==> config.mk <==
export PLATFORM = sky130hd
export DESIGN_NAME = asp_serial_port
export DESIGN_NICKNAME = d
export VERILOG_FILES = /design/src/logic/asp_pkg.sv /design/src/logic/asp_serial_port.sv
export SDC_FILE = /design/constraint.sdc
export NUM_CORES = 1
export LEC_CHECK = 0
export ABC_CLOCK_PERIOD_IN_PS = 6800
export BUFFER_PORTS_ARGS = -buffer_cell sky130_fd_sc_hd__buf_4
export CAP_MARGIN = 20
export CORE_MARGIN = 2
export CORE_UTILIZATION = 50
export CTS_CLUSTER_SIZE = 14
export DETAILED_ROUTE_END_ITERATION = 12
export PLACE_DENSITY = 0.75
export SETUP_SLACK_MARGIN = 0.1
export SYNTH_ARGS = -nofsm -noshare
export SYNTH_HDL_FRONTEND = slang
export SYNTH_SLANG_ARGS = --single-unit
==> constraint.sdc <==
create_clock -name core_clk_i -period 6.8 [get_ports core_clk_i]
set_input_delay 1.36 -clock core_clk_i [delete_from_list [all_inputs] [get_ports core_clk_i]]
set_output_delay 1.36 -clock core_clk_i [all_outputs]
set_load 0.01 [all_outputs]
==> src/logic/asp_pkg.sv <==
// Purpose: Shared constants and types for the converter serial port
// Assumes: core clock is the oscillator input, 25 MHz
// Notes:   Counts are in oscillator cycles
`default_nettype none

package asp_pkg;

  // --------------------------------------------------------------
  // Register map
  // --------------------------------------------------------------
  localparam int ASP_WORD_W = 24;
  localparam int ASP_NUM_REGS = 5;
  localparam logic [2:0] ASP_IDX_RESULT = 3'h0;
  localparam logic [2:0] ASP_IDX_CTRL = 3'h1;
  localparam logic [2:0] ASP_IDX_ZERO = 3'h2;
  localparam logic [2:0] ASP_IDX_POS = 3'h3;
  localparam logic [2:0] ASP_IDX_NEG = 3'h4;
  localparam logic [1:0] ASP_SEL_RESULT = 2'h0;
  localparam logic [1:0] ASP_SEL_CTRL = 2'h1;
  localparam logic [1:0] ASP_SEL_ZERO = 2'h2;
  localparam logic [1:0] ASP_SEL_SPAN = 2'h3;
  localparam logic [1:0] ASP_BYTE_NONE = 2'h3;

  // --------------------------------------------------------------
  // Field positions and reset values
  // --------------------------------------------------------------
  localparam int ASP_CTRL_BIDIR_BIT = 0;
  localparam int ASP_CTRL_LSB_FIRST_BIT = 1;
  localparam int ASP_CTRL_ASCEND_BIT = 2;
  localparam logic [23:0] ASP_CTRL_RST = 24'h000000;
  localparam logic [23:0] ASP_CAL_RST = 24'h000000;

  // --------------------------------------------------------------
  // Self clock timing
  // --------------------------------------------------------------
  localparam int ASP_SC_DIV = 8;
  localparam logic [4:0] ASP_SC_HALF_M1 = 5'(ASP_SC_DIV / 2 - 1);
  localparam int ASP_SC_LEAD_CYC = 29;
  localparam logic [4:0] ASP_SC_LEAD_LOAD = 5'(ASP_SC_LEAD_CYC - 2);
  localparam int ASP_SC_STALL_CYC = 28;
  localparam logic [4:0] ASP_SC_STALL_LOAD = 5'(ASP_SC_STALL_CYC - 1);
  localparam logic [3:0] ASP_SC_LAST_TOG = 4'hE;

  // --------------------------------------------------------------
  // Types
  // --------------------------------------------------------------
  typedef enum logic [1:0] {
    ASP_SC_IDLE = 2'h0,
    ASP_SC_LEAD = 2'h1,
    ASP_SC_RUN = 2'h3,
    ASP_SC_STALL = 2'h2
  } asp_sc_e;

  typedef enum logic {
    ASP_SP_INSTR = 1'h0,
    ASP_SP_DATA = 1'h1
  } asp_sp_e;

  typedef struct packed {
    logic write;
    logic [1:0] count;
    logic full_scale_select;
    logic [1:0] reg_sel;
    logic [1:0] byte_sel;
  } asp_instr_s;

  typedef struct packed {
    logic mode;
    logic cs_n;
    logic sclk;
    logic sdio;
  } asp_pins_s;

endpackage : asp_pkg

`default_nettype wire

==> src/logic/asp_serial_port.sv <==
// What this block does
// - Two-line mode on the data pin, or three-line with a separate out pin
// - Byte organized; each register byte addressed; one to four bytes a cycle
// - Bit order selectable; byte index ascends or descends from any start
// - Five 24-bit registers; result read only, the other four read/write
// - Mode pin low: host supplies shift clock up to 5 MHz
// - Mode pin high: device drives shift clock at oscillator/8, stalls high
// - Self clock: first transition 29 cycles after select is sampled
// - Self clock: eight clock cycles, then 28 cycle high stall, repeating
// - External clock: deselect freezes the port; resumes on reselect
// - External clock: outputs float one cycle after deselect is sampled
// - Self clock: a started byte always completes despite deselect
// - Self clock: deselected after a byte keeps clock stalled high
// - Interrupted multi-byte transfer continues with remaining bytes
// - Self clock read: outputs held to last bit; stall deselect one cycle
// - Two-line mode: serial out pin stays high impedance
// - Writes always enter on data pin; control bit picks read pin
// - Deselected outside a running self clock byte: both data outputs float; cycle suspended
// - Ready flag low on new result, high after complete result read
// - Each cycle: instruction byte, data bytes, then wait for instruction
// - Instruction bit 7 direction, bits 6..5 byte count minus one
// - Bits 3..2 register, 1..0 start byte, bit 4 picks span register
// - Data captured on rising shift clock edge
//
// Purpose: Serial register port of a sigma-delta converter
// Assumes: core clock is the oscillator input; pins are asynchronous
// Notes:   Conversion results arrive through an 8-word FIFO
`timescale 1ns/1ps
`default_nettype none

// ----------------------------------------------------------------
// Result FIFO
// ----------------------------------------------------------------
module asp_fifo #(
  parameter int WIDTH = 24,
  parameter int DEPTH = 8
) (
  // Clock and reset
  input wire logic core_clk_i,
  input wire logic sys_rst_i,
  // Fill side
  input wire logic in_valid_i,
  output logic in_ready_o,
  input wire logic [WIDTH-1:0] in_data_i,
  // Drain side
  output logic out_valid_o,
  input wire logic out_ready_i,
  output logic [WIDTH-1:0] out_data_o
);
  localparam int AW = $clog2(DEPTH);
  logic [WIDTH-1:0] mem_reg [DEPTH];
  logic [AW-1:0] wr_ptr_reg;
  logic [AW-1:0] rd_ptr_reg;
  logic [AW:0] count_reg;
  logic push;
  logic pop;

  assign in_ready_o = (count_reg != (AW+1)'(DEPTH));
  assign out_valid_o = (count_reg != '0);
  assign out_data_o = mem_reg[rd_ptr_reg];
  assign push = in_valid_i && in_ready_o;
  assign pop = out_valid_o && out_ready_i;

  always_ff @(posedge core_clk_i) begin
    if (push) begin
      mem_reg[wr_ptr_reg] <= in_data_i;
    end
  end

  always_ff @(posedge core_clk_i) begin
    if (sys_rst_i) begin
      wr_ptr_reg <= '0;
      rd_ptr_reg <= '0;
      count_reg <= '0;
    end else begin
      if (push) begin
        wr_ptr_reg <= (wr_ptr_reg == AW'(DEPTH - 1)) ? '0 : wr_ptr_reg + 1'b1;
      end
      if (pop) begin
        rd_ptr_reg <= (rd_ptr_reg == AW'(DEPTH - 1)) ? '0 : rd_ptr_reg + 1'b1;
      end
      if (push && !pop) begin
        count_reg <= count_reg + 1'b1;
      end else if (pop && !push) begin
        count_reg <= count_reg - 1'b1;
      end
    end
  end
endmodule // asp_fifo

// ----------------------------------------------------------------
// Serial port top
// ----------------------------------------------------------------
module asp_serial_port
  import asp_pkg::*;
#(
  parameter int FIFO_DEPTH = 8
) (
  // Clock and reset
  input wire logic core_clk_i,
  input wire logic sys_rst_i,
  // Clock source strap and select
  input wire logic clock_source_i,
  input wire logic device_select_n_i,
  // Shift clock pin
  input wire logic shift_clock_i,
  output logic shift_clock_o,
  output logic shift_clock_oe_o,
  // Bidirectional data pin
  input wire logic serial_io_i,
  output logic serial_io_o,
  output logic serial_io_oe_o,
  // Serial out pin
  output logic serial_out_pin_o,
  output logic serial_out_pin_oe_o,
  // Ready flag
  output logic result_ready_n_o,
  // Conversion results from the converter core
  input wire logic conv_valid_i,
  output logic conv_ready_o,
  input wire logic [ASP_WORD_W-1:0] conv_data_i,
  // Register contents to the converter core
  output logic [ASP_WORD_W-1:0] setup_control_o,
  output logic [ASP_WORD_W-1:0] zero_point_calibration_o,
  output logic [ASP_WORD_W-1:0] positive_span_calibration_o,
  output logic [ASP_WORD_W-1:0] negative_span_calibration_o
);

  // --------------------------------------------------------------
  // Helpers
  // --------------------------------------------------------------
  function automatic logic [2:0] reg_index(input asp_instr_s ins);
    case (ins.reg_sel)
      ASP_SEL_RESULT: reg_index = ASP_IDX_RESULT;
      ASP_SEL_CTRL: reg_index = ASP_IDX_CTRL;
      ASP_SEL_ZERO: reg_index = ASP_IDX_ZERO;
      default: reg_index = ins.full_scale_select ? ASP_IDX_NEG : ASP_IDX_POS;
    endcase
  endfunction

  function automatic logic [7:0] get_byte(input logic [23:0] w,
                                          input logic [1:0] idx);
    case (idx)
      2'h0: get_byte = w[7:0];
      2'h1: get_byte = w[15:8];
      2'h2: get_byte = w[23:16];
      default: get_byte = 8'h00;
    endcase
  endfunction

  // --------------------------------------------------------------
  // Input synchronisers
  // --------------------------------------------------------------
  asp_pins_s sync1_reg;
  asp_pins_s sync2_reg;
  logic sclk_s3_reg;
  logic self_mode;
  logic cs_act;
  logic ext_rise;
  logic ext_fall;

  always_ff @(posedge core_clk_i) begin
    if (sys_rst_i) begin
      sync1_reg <= '{mode: 1'b0, cs_n: 1'b1, sclk: 1'b1, sdio: 1'b0};
      sync2_reg <= '{mode: 1'b0, cs_n: 1'b1, sclk: 1'b1, sdio: 1'b0};
      sclk_s3_reg <= 1'b1;
    end else begin
      sync1_reg <= '{mode: clock_source_i, cs_n: device_select_n_i,
                     sclk: shift_clock_i, sdio: serial_io_i};
      sync2_reg <= sync1_reg;
      sclk_s3_reg <= sync2_reg.sclk;
    end
  end

  assign self_mode = sync2_reg.mode;
  assign cs_act = !sync2_reg.cs_n;
  // Edges count only while selected, so deselect freezes the port
  assign ext_rise = !self_mode && cs_act && sync2_reg.sclk
                    && !sclk_s3_reg;
  assign ext_fall = !self_mode && cs_act && !sync2_reg.sclk
                    && sclk_s3_reg;

  // --------------------------------------------------------------
  // Self clock generator
  // --------------------------------------------------------------
  asp_sc_e sc_state_reg;
  logic [4:0] sc_cnt_reg;
  logic [3:0] sc_tog_reg;
  logic sclk_reg;
  logic sc_rise_reg;
  logic sc_fall_reg;
  logic sc_run;
  logic sc_stall;

  assign sc_run = (sc_state_reg == ASP_SC_RUN);
  assign sc_stall = (sc_state_reg == ASP_SC_STALL);

  always_ff @(posedge core_clk_i) begin
    if (sys_rst_i) begin
      sc_state_reg <= ASP_SC_IDLE;
      sc_cnt_reg <= 5'h00;
      sc_tog_reg <= 4'h0;
      sclk_reg <= 1'b1;
      sc_rise_reg <= 1'b0;
      sc_fall_reg <= 1'b0;
    end else begin
      sc_rise_reg <= 1'b0;
      sc_fall_reg <= 1'b0;
      case (sc_state_reg)
        ASP_SC_IDLE: begin
          if (self_mode && cs_act) begin
            sc_state_reg <= ASP_SC_LEAD;
            sc_cnt_reg <= ASP_SC_LEAD_LOAD;
          end
        end
        ASP_SC_LEAD: begin
          if (sc_cnt_reg == 5'h00) begin
            sc_state_reg <= ASP_SC_RUN;
            sclk_reg <= 1'b0;
            sc_fall_reg <= 1'b1;
            sc_cnt_reg <= ASP_SC_HALF_M1;
            sc_tog_reg <= 4'h0;
          end else begin
            sc_cnt_reg <= sc_cnt_reg - 5'h01;
          end
        end
        ASP_SC_RUN: begin
          // No select check here: a started byte always runs out
          if (sc_cnt_reg == 5'h00) begin
            sclk_reg <= !sclk_reg;
            sc_rise_reg <= !sclk_reg;
            sc_fall_reg <= sclk_reg;
            sc_cnt_reg <= ASP_SC_HALF_M1;
            sc_tog_reg <= sc_tog_reg + 4'h1;
            if (sc_tog_reg == ASP_SC_LAST_TOG) begin
              sc_state_reg <= ASP_SC_STALL;
              sc_cnt_reg <= ASP_SC_STALL_LOAD;
            end
          end else begin
            sc_cnt_reg <= sc_cnt_reg - 5'h01;
          end
        end
        ASP_SC_STALL: begin
          if (sc_cnt_reg != 5'h00) begin
            sc_cnt_reg <= sc_cnt_reg - 5'h01;
          end else if (self_mode && cs_act) begin
            sc_state_reg <= ASP_SC_RUN;
            sclk_reg <= 1'b0;
            sc_fall_reg <= 1'b1;
            sc_cnt_reg <= ASP_SC_HALF_M1;
            sc_tog_reg <= 4'h0;
          end else begin
            sc_state_reg <= ASP_SC_IDLE;
          end
        end
        default: sc_state_reg <= ASP_SC_IDLE;
      endcase
    end
  end

  assign shift_clock_o = sclk_reg;
  assign shift_clock_oe_o = self_mode;

  // --------------------------------------------------------------
  // Shift events
  // --------------------------------------------------------------
  logic rise_ev;
  logic fall_ev;

  assign rise_ev = self_mode ? sc_rise_reg : ext_rise;
  assign fall_ev = self_mode ? sc_fall_reg : ext_fall;

  // --------------------------------------------------------------
  // Registers
  // --------------------------------------------------------------
  logic [ASP_WORD_W-1:0] rf_reg [ASP_NUM_REGS];
  logic lsb_first;
  logic ascend;
  logic bidir;

  assign setup_control_o = rf_reg[ASP_IDX_CTRL];
  assign zero_point_calibration_o = rf_reg[ASP_IDX_ZERO];
  assign positive_span_calibration_o = rf_reg[ASP_IDX_POS];
  assign negative_span_calibration_o = rf_reg[ASP_IDX_NEG];
  assign lsb_first = rf_reg[ASP_IDX_CTRL][ASP_CTRL_LSB_FIRST_BIT];
  assign ascend = rf_reg[ASP_IDX_CTRL][ASP_CTRL_ASCEND_BIT];
  assign bidir = rf_reg[ASP_IDX_CTRL][ASP_CTRL_BIDIR_BIT];

  // --------------------------------------------------------------
  // Serial protocol engine
  // --------------------------------------------------------------
  asp_sp_e sp_state_reg;
  asp_instr_s instr_reg;
  asp_instr_s new_instr;
  logic [7:0] shift_reg;
  logic [7:0] shift_next;
  logic [2:0] bit_cnt_reg;
  logic [1:0] byte_idx_reg;
  logic [1:0] step_idx;
  logic [1:0] left_reg;
  logic [7:0] tx_byte_reg;
  logic byte_done;
  logic reading;
  logic res_read_done;

  // Sampled data bit arrives at the rising edge
  assign shift_next = lsb_first ? {sync2_reg.sdio, shift_reg[7:1]}
                                : {shift_reg[6:0], sync2_reg.sdio};
  assign new_instr = asp_instr_s'(shift_next);
  assign byte_done = rise_ev && (bit_cnt_reg == 3'h7);
  assign step_idx = ascend ? byte_idx_reg + 2'h1
                           : byte_idx_reg - 2'h1;
  assign reading = (sp_state_reg == ASP_SP_DATA) && !instr_reg.write;
  assign res_read_done = byte_done && reading && (left_reg == 2'h0)
                         && (reg_index(instr_reg) == ASP_IDX_RESULT);

  always_ff @(posedge core_clk_i) begin
    if (sys_rst_i) begin
      sp_state_reg <= ASP_SP_INSTR;
      instr_reg <= '0;
      shift_reg <= 8'h00;
      bit_cnt_reg <= 3'h0;
      byte_idx_reg <= 2'h0;
      left_reg <= 2'h0;
      tx_byte_reg <= 8'h00;
    end else if (rise_ev) begin
      shift_reg <= shift_next;
      bit_cnt_reg <= bit_cnt_reg + 3'h1;
      if (bit_cnt_reg == 3'h7) begin
        case (sp_state_reg)
          ASP_SP_INSTR: begin
            instr_reg <= new_instr;
            byte_idx_reg <= new_instr.byte_sel;
            left_reg <= new_instr.count;
            tx_byte_reg <= get_byte(rf_reg[reg_index(new_instr)],
                                    new_instr.byte_sel);
            sp_state_reg <= ASP_SP_DATA;
          end
          ASP_SP_DATA: begin
            byte_idx_reg <= step_idx;
            tx_byte_reg <= get_byte(rf_reg[reg_index(instr_reg)], step_idx);
            left_reg <= left_reg - 2'h1;
            if (left_reg == 2'h0) begin
              sp_state_reg <= ASP_SP_INSTR;
            end
          end
          default: sp_state_reg <= ASP_SP_INSTR;
        endcase
      end
    end
  end

  // --------------------------------------------------------------
  // Register writes and result loading
  // --------------------------------------------------------------
  logic fresh_reg;
  logic fifo_valid;
  logic fifo_take;
  logic [ASP_WORD_W-1:0] fifo_data;
  logic [2:0] wr_idx;

  assign wr_idx = reg_index(instr_reg);
  // Hold new results while the host is part way through a result read
  assign fifo_take = !fresh_reg && !(reading
                     && (wr_idx == ASP_IDX_RESULT));

  always_ff @(posedge core_clk_i) begin
    if (sys_rst_i) begin
      rf_reg[ASP_IDX_RESULT] <= 24'h000000;
      rf_reg[ASP_IDX_CTRL] <= ASP_CTRL_RST;
      rf_reg[ASP_IDX_ZERO] <= ASP_CAL_RST;
      rf_reg[ASP_IDX_POS] <= ASP_CAL_RST;
      rf_reg[ASP_IDX_NEG] <= ASP_CAL_RST;
    end else begin
      if (fifo_valid && fifo_take) begin
        rf_reg[ASP_IDX_RESULT] <= fifo_data;
      end
      if (byte_done && (sp_state_reg == ASP_SP_DATA) && instr_reg.write
          && (wr_idx != ASP_IDX_RESULT)
          && (byte_idx_reg != ASP_BYTE_NONE)) begin
        rf_reg[wr_idx][byte_idx_reg*8 +: 8] <= shift_next;
      end
    end
  end

  always_ff @(posedge core_clk_i) begin
    if (sys_rst_i) begin
      fresh_reg <= 1'b0;
    end else if (fifo_valid && fifo_take) begin
      fresh_reg <= 1'b1;
    end else if (res_read_done) begin
      fresh_reg <= 1'b0;
    end
  end

  assign result_ready_n_o = !fresh_reg;

  asp_fifo #(
    .WIDTH(ASP_WORD_W),
    .DEPTH(FIFO_DEPTH)
  ) u_fifo (
    .core_clk_i(core_clk_i),
    .sys_rst_i(sys_rst_i),
    .in_valid_i(conv_valid_i),
    .in_ready_o(conv_ready_o),
    .in_data_i(conv_data_i),
    .out_valid_o(fifo_valid),
    .out_ready_i(fifo_take),
    .out_data_o(fifo_data)
  );

  // --------------------------------------------------------------
  // Output drivers
  // --------------------------------------------------------------
  logic out_bit_reg;
  logic drive_reg;
  logic drive_next;

  // Self clock keeps driving through a running byte; external floats
  assign drive_next = reading && (self_mode ? (cs_act || sc_run)
                                            : cs_act);

  always_ff @(posedge core_clk_i) begin
    if (sys_rst_i) begin
      out_bit_reg <= 1'b0;
      drive_reg <= 1'b0;
    end else begin
      drive_reg <= drive_next;
      if (fall_ev && reading) begin
        out_bit_reg <= lsb_first ? tx_byte_reg[bit_cnt_reg]
                                 : tx_byte_reg[3'h7 - bit_cnt_reg];
      end
    end
  end

  assign serial_io_o = out_bit_reg;
  assign serial_io_oe_o = drive_reg && bidir;
  assign serial_out_pin_o = out_bit_reg;
  assign serial_out_pin_oe_o = drive_reg && !bidir;
endmodule // asp_serial_port

`default_nettype wire

==> run summary <==
Number of max-slew violations in the final report - 0
Share of post-route cells with drive strength above 1 - 22.5%
Total wire length - 50700 um
Wire length of the first global-routing pass - 73600 um
Final number of setup-violating endpoints - 0
Clk Latency, worst-skew pair - 560 ps
Max-cap check violation count - 0
Number of vias per cell after detailed routing - 6.25
Final instance count without filler cells - 1924
Library cell used as clock root buffer - sky130_fd_sc_hd__clkbuf_16
TritonCTS clock tree - yes
Actual slew at the worst max-slew pin - 1170 ps
Number of buffers inserted by port buffering - 134
Endpoint required time on the critical path - 7200 ps
Remaining DRCs - 0
Final critical delay including setup and external delays - 3570 ps
Cells after DPL - 1855
CTS sink count - 395
Post-synth top area share - 55.4%
Sequential element share of the synthesized area - 62.9%
Die Outline Area - 37100 um^2
Flip-flop and latch count after synthesis - 395
Maximum ir drop on the vdd rail - 0.000254 V
# nets final - 1489
Avg Synthesized Cell Area - 13.7 um^2
Max Fanout on Critical Path - 36
Yosys top cell by area - sky130_fd_sc_hd__edfxtp_1
Standby leakage power - 0.00710 uW
Count of synthesis-stage warnings from yosys - 0
Number of design-rule violations left by the first detailed-router iteration - 1429
Type of the worst setup path - reg -> reg
Area contributors post-synth - sky130_fd_sc_hd__edfxtp_1, sky130_fd_sc_hd__mux4_2, sky130_fd_sc_hd__dfxtp_1
Number of flip-flops under the largest register name - 192
H-Tree Level Count - 2
Die height - 193 um
Classification of the worst-slack hold path - reg -> reg
Remaining number of nets flagged by the antenna check after routing - 0
Routability Congestion - 1.03
CTS Buffer Depth - 3
Initial standard-cell utilization of the core - 50.3%
Total routing resource utilization after global routing - 27.6%
First-pass detailed-route iteration total - 6
Total core area - 35300 um^2
Detailed-route wire length per cell - 26.4 um
Total grt overflow - 0
# diodes - 0
Total CTS buffers - 40
Ys async rst share - 0%
Final HPWL from detailed placement - 34600 um
Resize count post-CTS - 0
Antenna violations before repair - 0
Post-CTS repair timing setup buffer count - 0
Gate Count Post-Synth - 1302
Signed area change from the synthesized netlist to the final layout - 15.7%
Number of placement rows - 69
Commonest cells after routing, fill and taps aside - sky130_fd_sc_hd__edfxtp_1, sky130_fd_sc_hd__nor2_1, sky130_fd_sc_hd__buf_4
Number of top-level pins - 135
Post-synth EDFFs - 328
Highest achievable clock rate - 280 MHz
Endpoint class of the critical path - flop
Fill cell count - 2741
Chip width - 193 um
Period utilization - 52.5%
Pin count of the biggest net entering global routing - 56
Post-route setup TNS - 0 ps
Most frequent standard cell in the layout excluding fill and tap cells - sky130_fd_sc_hd__edfxtp_1
Crit path arrival time - 3980 ps
Unrepaired setup endpoints after global routing - no
Clock Skews - 28.2 ps
Finished layout cell area - 20600 um^2
Top flip-flop cell by instance count after synthesis - sky130_fd_sc_hd__edfxtp_1
CTS clk-pin slew, worst paths - 70 ps
Number of global-route vias before repair - 11400
Critical path startpoint category - flop
Total number of vias - 12000
Number of hold buffers added after CTS - 0
Status - completed
Count of different cell masters after synthesis - 78
Relative slew slack - 22.2%
Number of hold violations in the final report - 0
Pwr Density - 303 nW/um^2
Placed inst area - 19300 um^2
Area of the mapped netlist - 17800 um^2
[cells by family after synthesis]
logic type / count (synthesis) / synth area share [%]
buf+inv: 109 / 2.70
compound gates: 218 / 8.65
fa+ha+maj: 22 / 1.59
simple gates: 399 / 9.94
flops: 395 / 62.9
mux: 150 / 13.8
xor+xnor: 8 / 0.394
other cells: 1 / 0.0211
[critical path, cell delays in order, from the launching register on]
cell,delay (ps)
sky130_fd_sc_hd__edfxtp_1,320
sky130_fd_sc_hd__buf_4,400
sky130_fd_sc_hd__mux2_1,710
sky130_fd_sc_hd__nand2_1,440
sky130_fd_sc_hd__o221ai_1,310
sky130_fd_sc_hd__a31oi_1,100
sky130_fd_sc_hd__o41ai_1,940
sky130_fd_sc_hd__a21oi_1,160
[synth_stat cells, drive strengths merged, types with 12 or more instances]
| cell | n |
|---|---|
| a21oi | 57 |
| clkbuf | 41 |
| o21ai | 29 |
| a211oi | 12 |
| inv | 29 |
| mux4 | 73 |
| nor2b | 25 |
| and2 | 15 |
| edfxtp | 328 |
| buf | 39 |
| o211ai | 20 |
| nand2 | 111 |
| a31oi | 12 |
| nor3 | 16 |
| a22oi | 15 |
| o221ai | 17 |
| mux2i | 59 |
| ha | 21 |
| mux2 | 18 |
| nor2 | 192 |
| dfxtp | 67 |
[power by group]
part | total, uW | switching (uW) | internal, uW
Sequential | 3080 | 253 | 2830
Clock | 2170 | 923 | 1250
Combinational | 975 | 471 | 504
[path summary, 6_finish.rpt]
check / from / end / slack [ps] / cells past startpoint
worst max-delay path: rf_reg[1][1] / tx_byte_reg[5] / 3230 / 7
worst min-delay path: sync1_reg[2] / sync2_reg[2] / 410 / 1
worst max register to register: rf_reg[1][1] / tx_byte_reg[5] / 3230 / 7
worst min register to register: sync1_reg[2] / sync2_reg[2] / 410 / 1
[layer usage]
layer | vias up | share of wire [%] | global-route usage [%] | routed length (um)
li1 | 5209 | - | - | -
met1 | 5881 | 37 | 36.3 | 18800
met2 | 796 | 47 | 44.2 | 24100
met3 | 131 | 11 | 5.93 | 5510
met4 | 0 | 4.6 | 12.4 | 2320
met5 | - | 0 | 0 | 0
[area by class of cell]
type | instances | area [um^2] | share of cell area, %
clock buffers | 46 | 1020 | 4.98
clock inverters | 23 | 279 | 1.36
inverters | 29 | 109 | 0.529
multi-input cells | 813 | 6200 | 30.1
flip-flops and latches | 395 | 11200 | 54.5
well taps | 461 | 577 | 2.81
repair buffers | 157 | 1180 | 5.73
[stage by stage]
step | util [%] | power, uW | setup WS, ps | hold WS, ps
4_1_cts | 58.2 | 6260 | 3530 | 412
5_1_grt | 58.2 | 6450 | 3270 | 440
2_1_floorplan | - | 3720 | 2470 | 389
6_report | 58.2 | 6220 | 3230 | 413
3_5_place_dp | 54.5 | 4090 | 2940 | 400
3_3_place_gp | 54.5 | 4060 | 2860 | 399
Power figures use the tool's default switching activity.
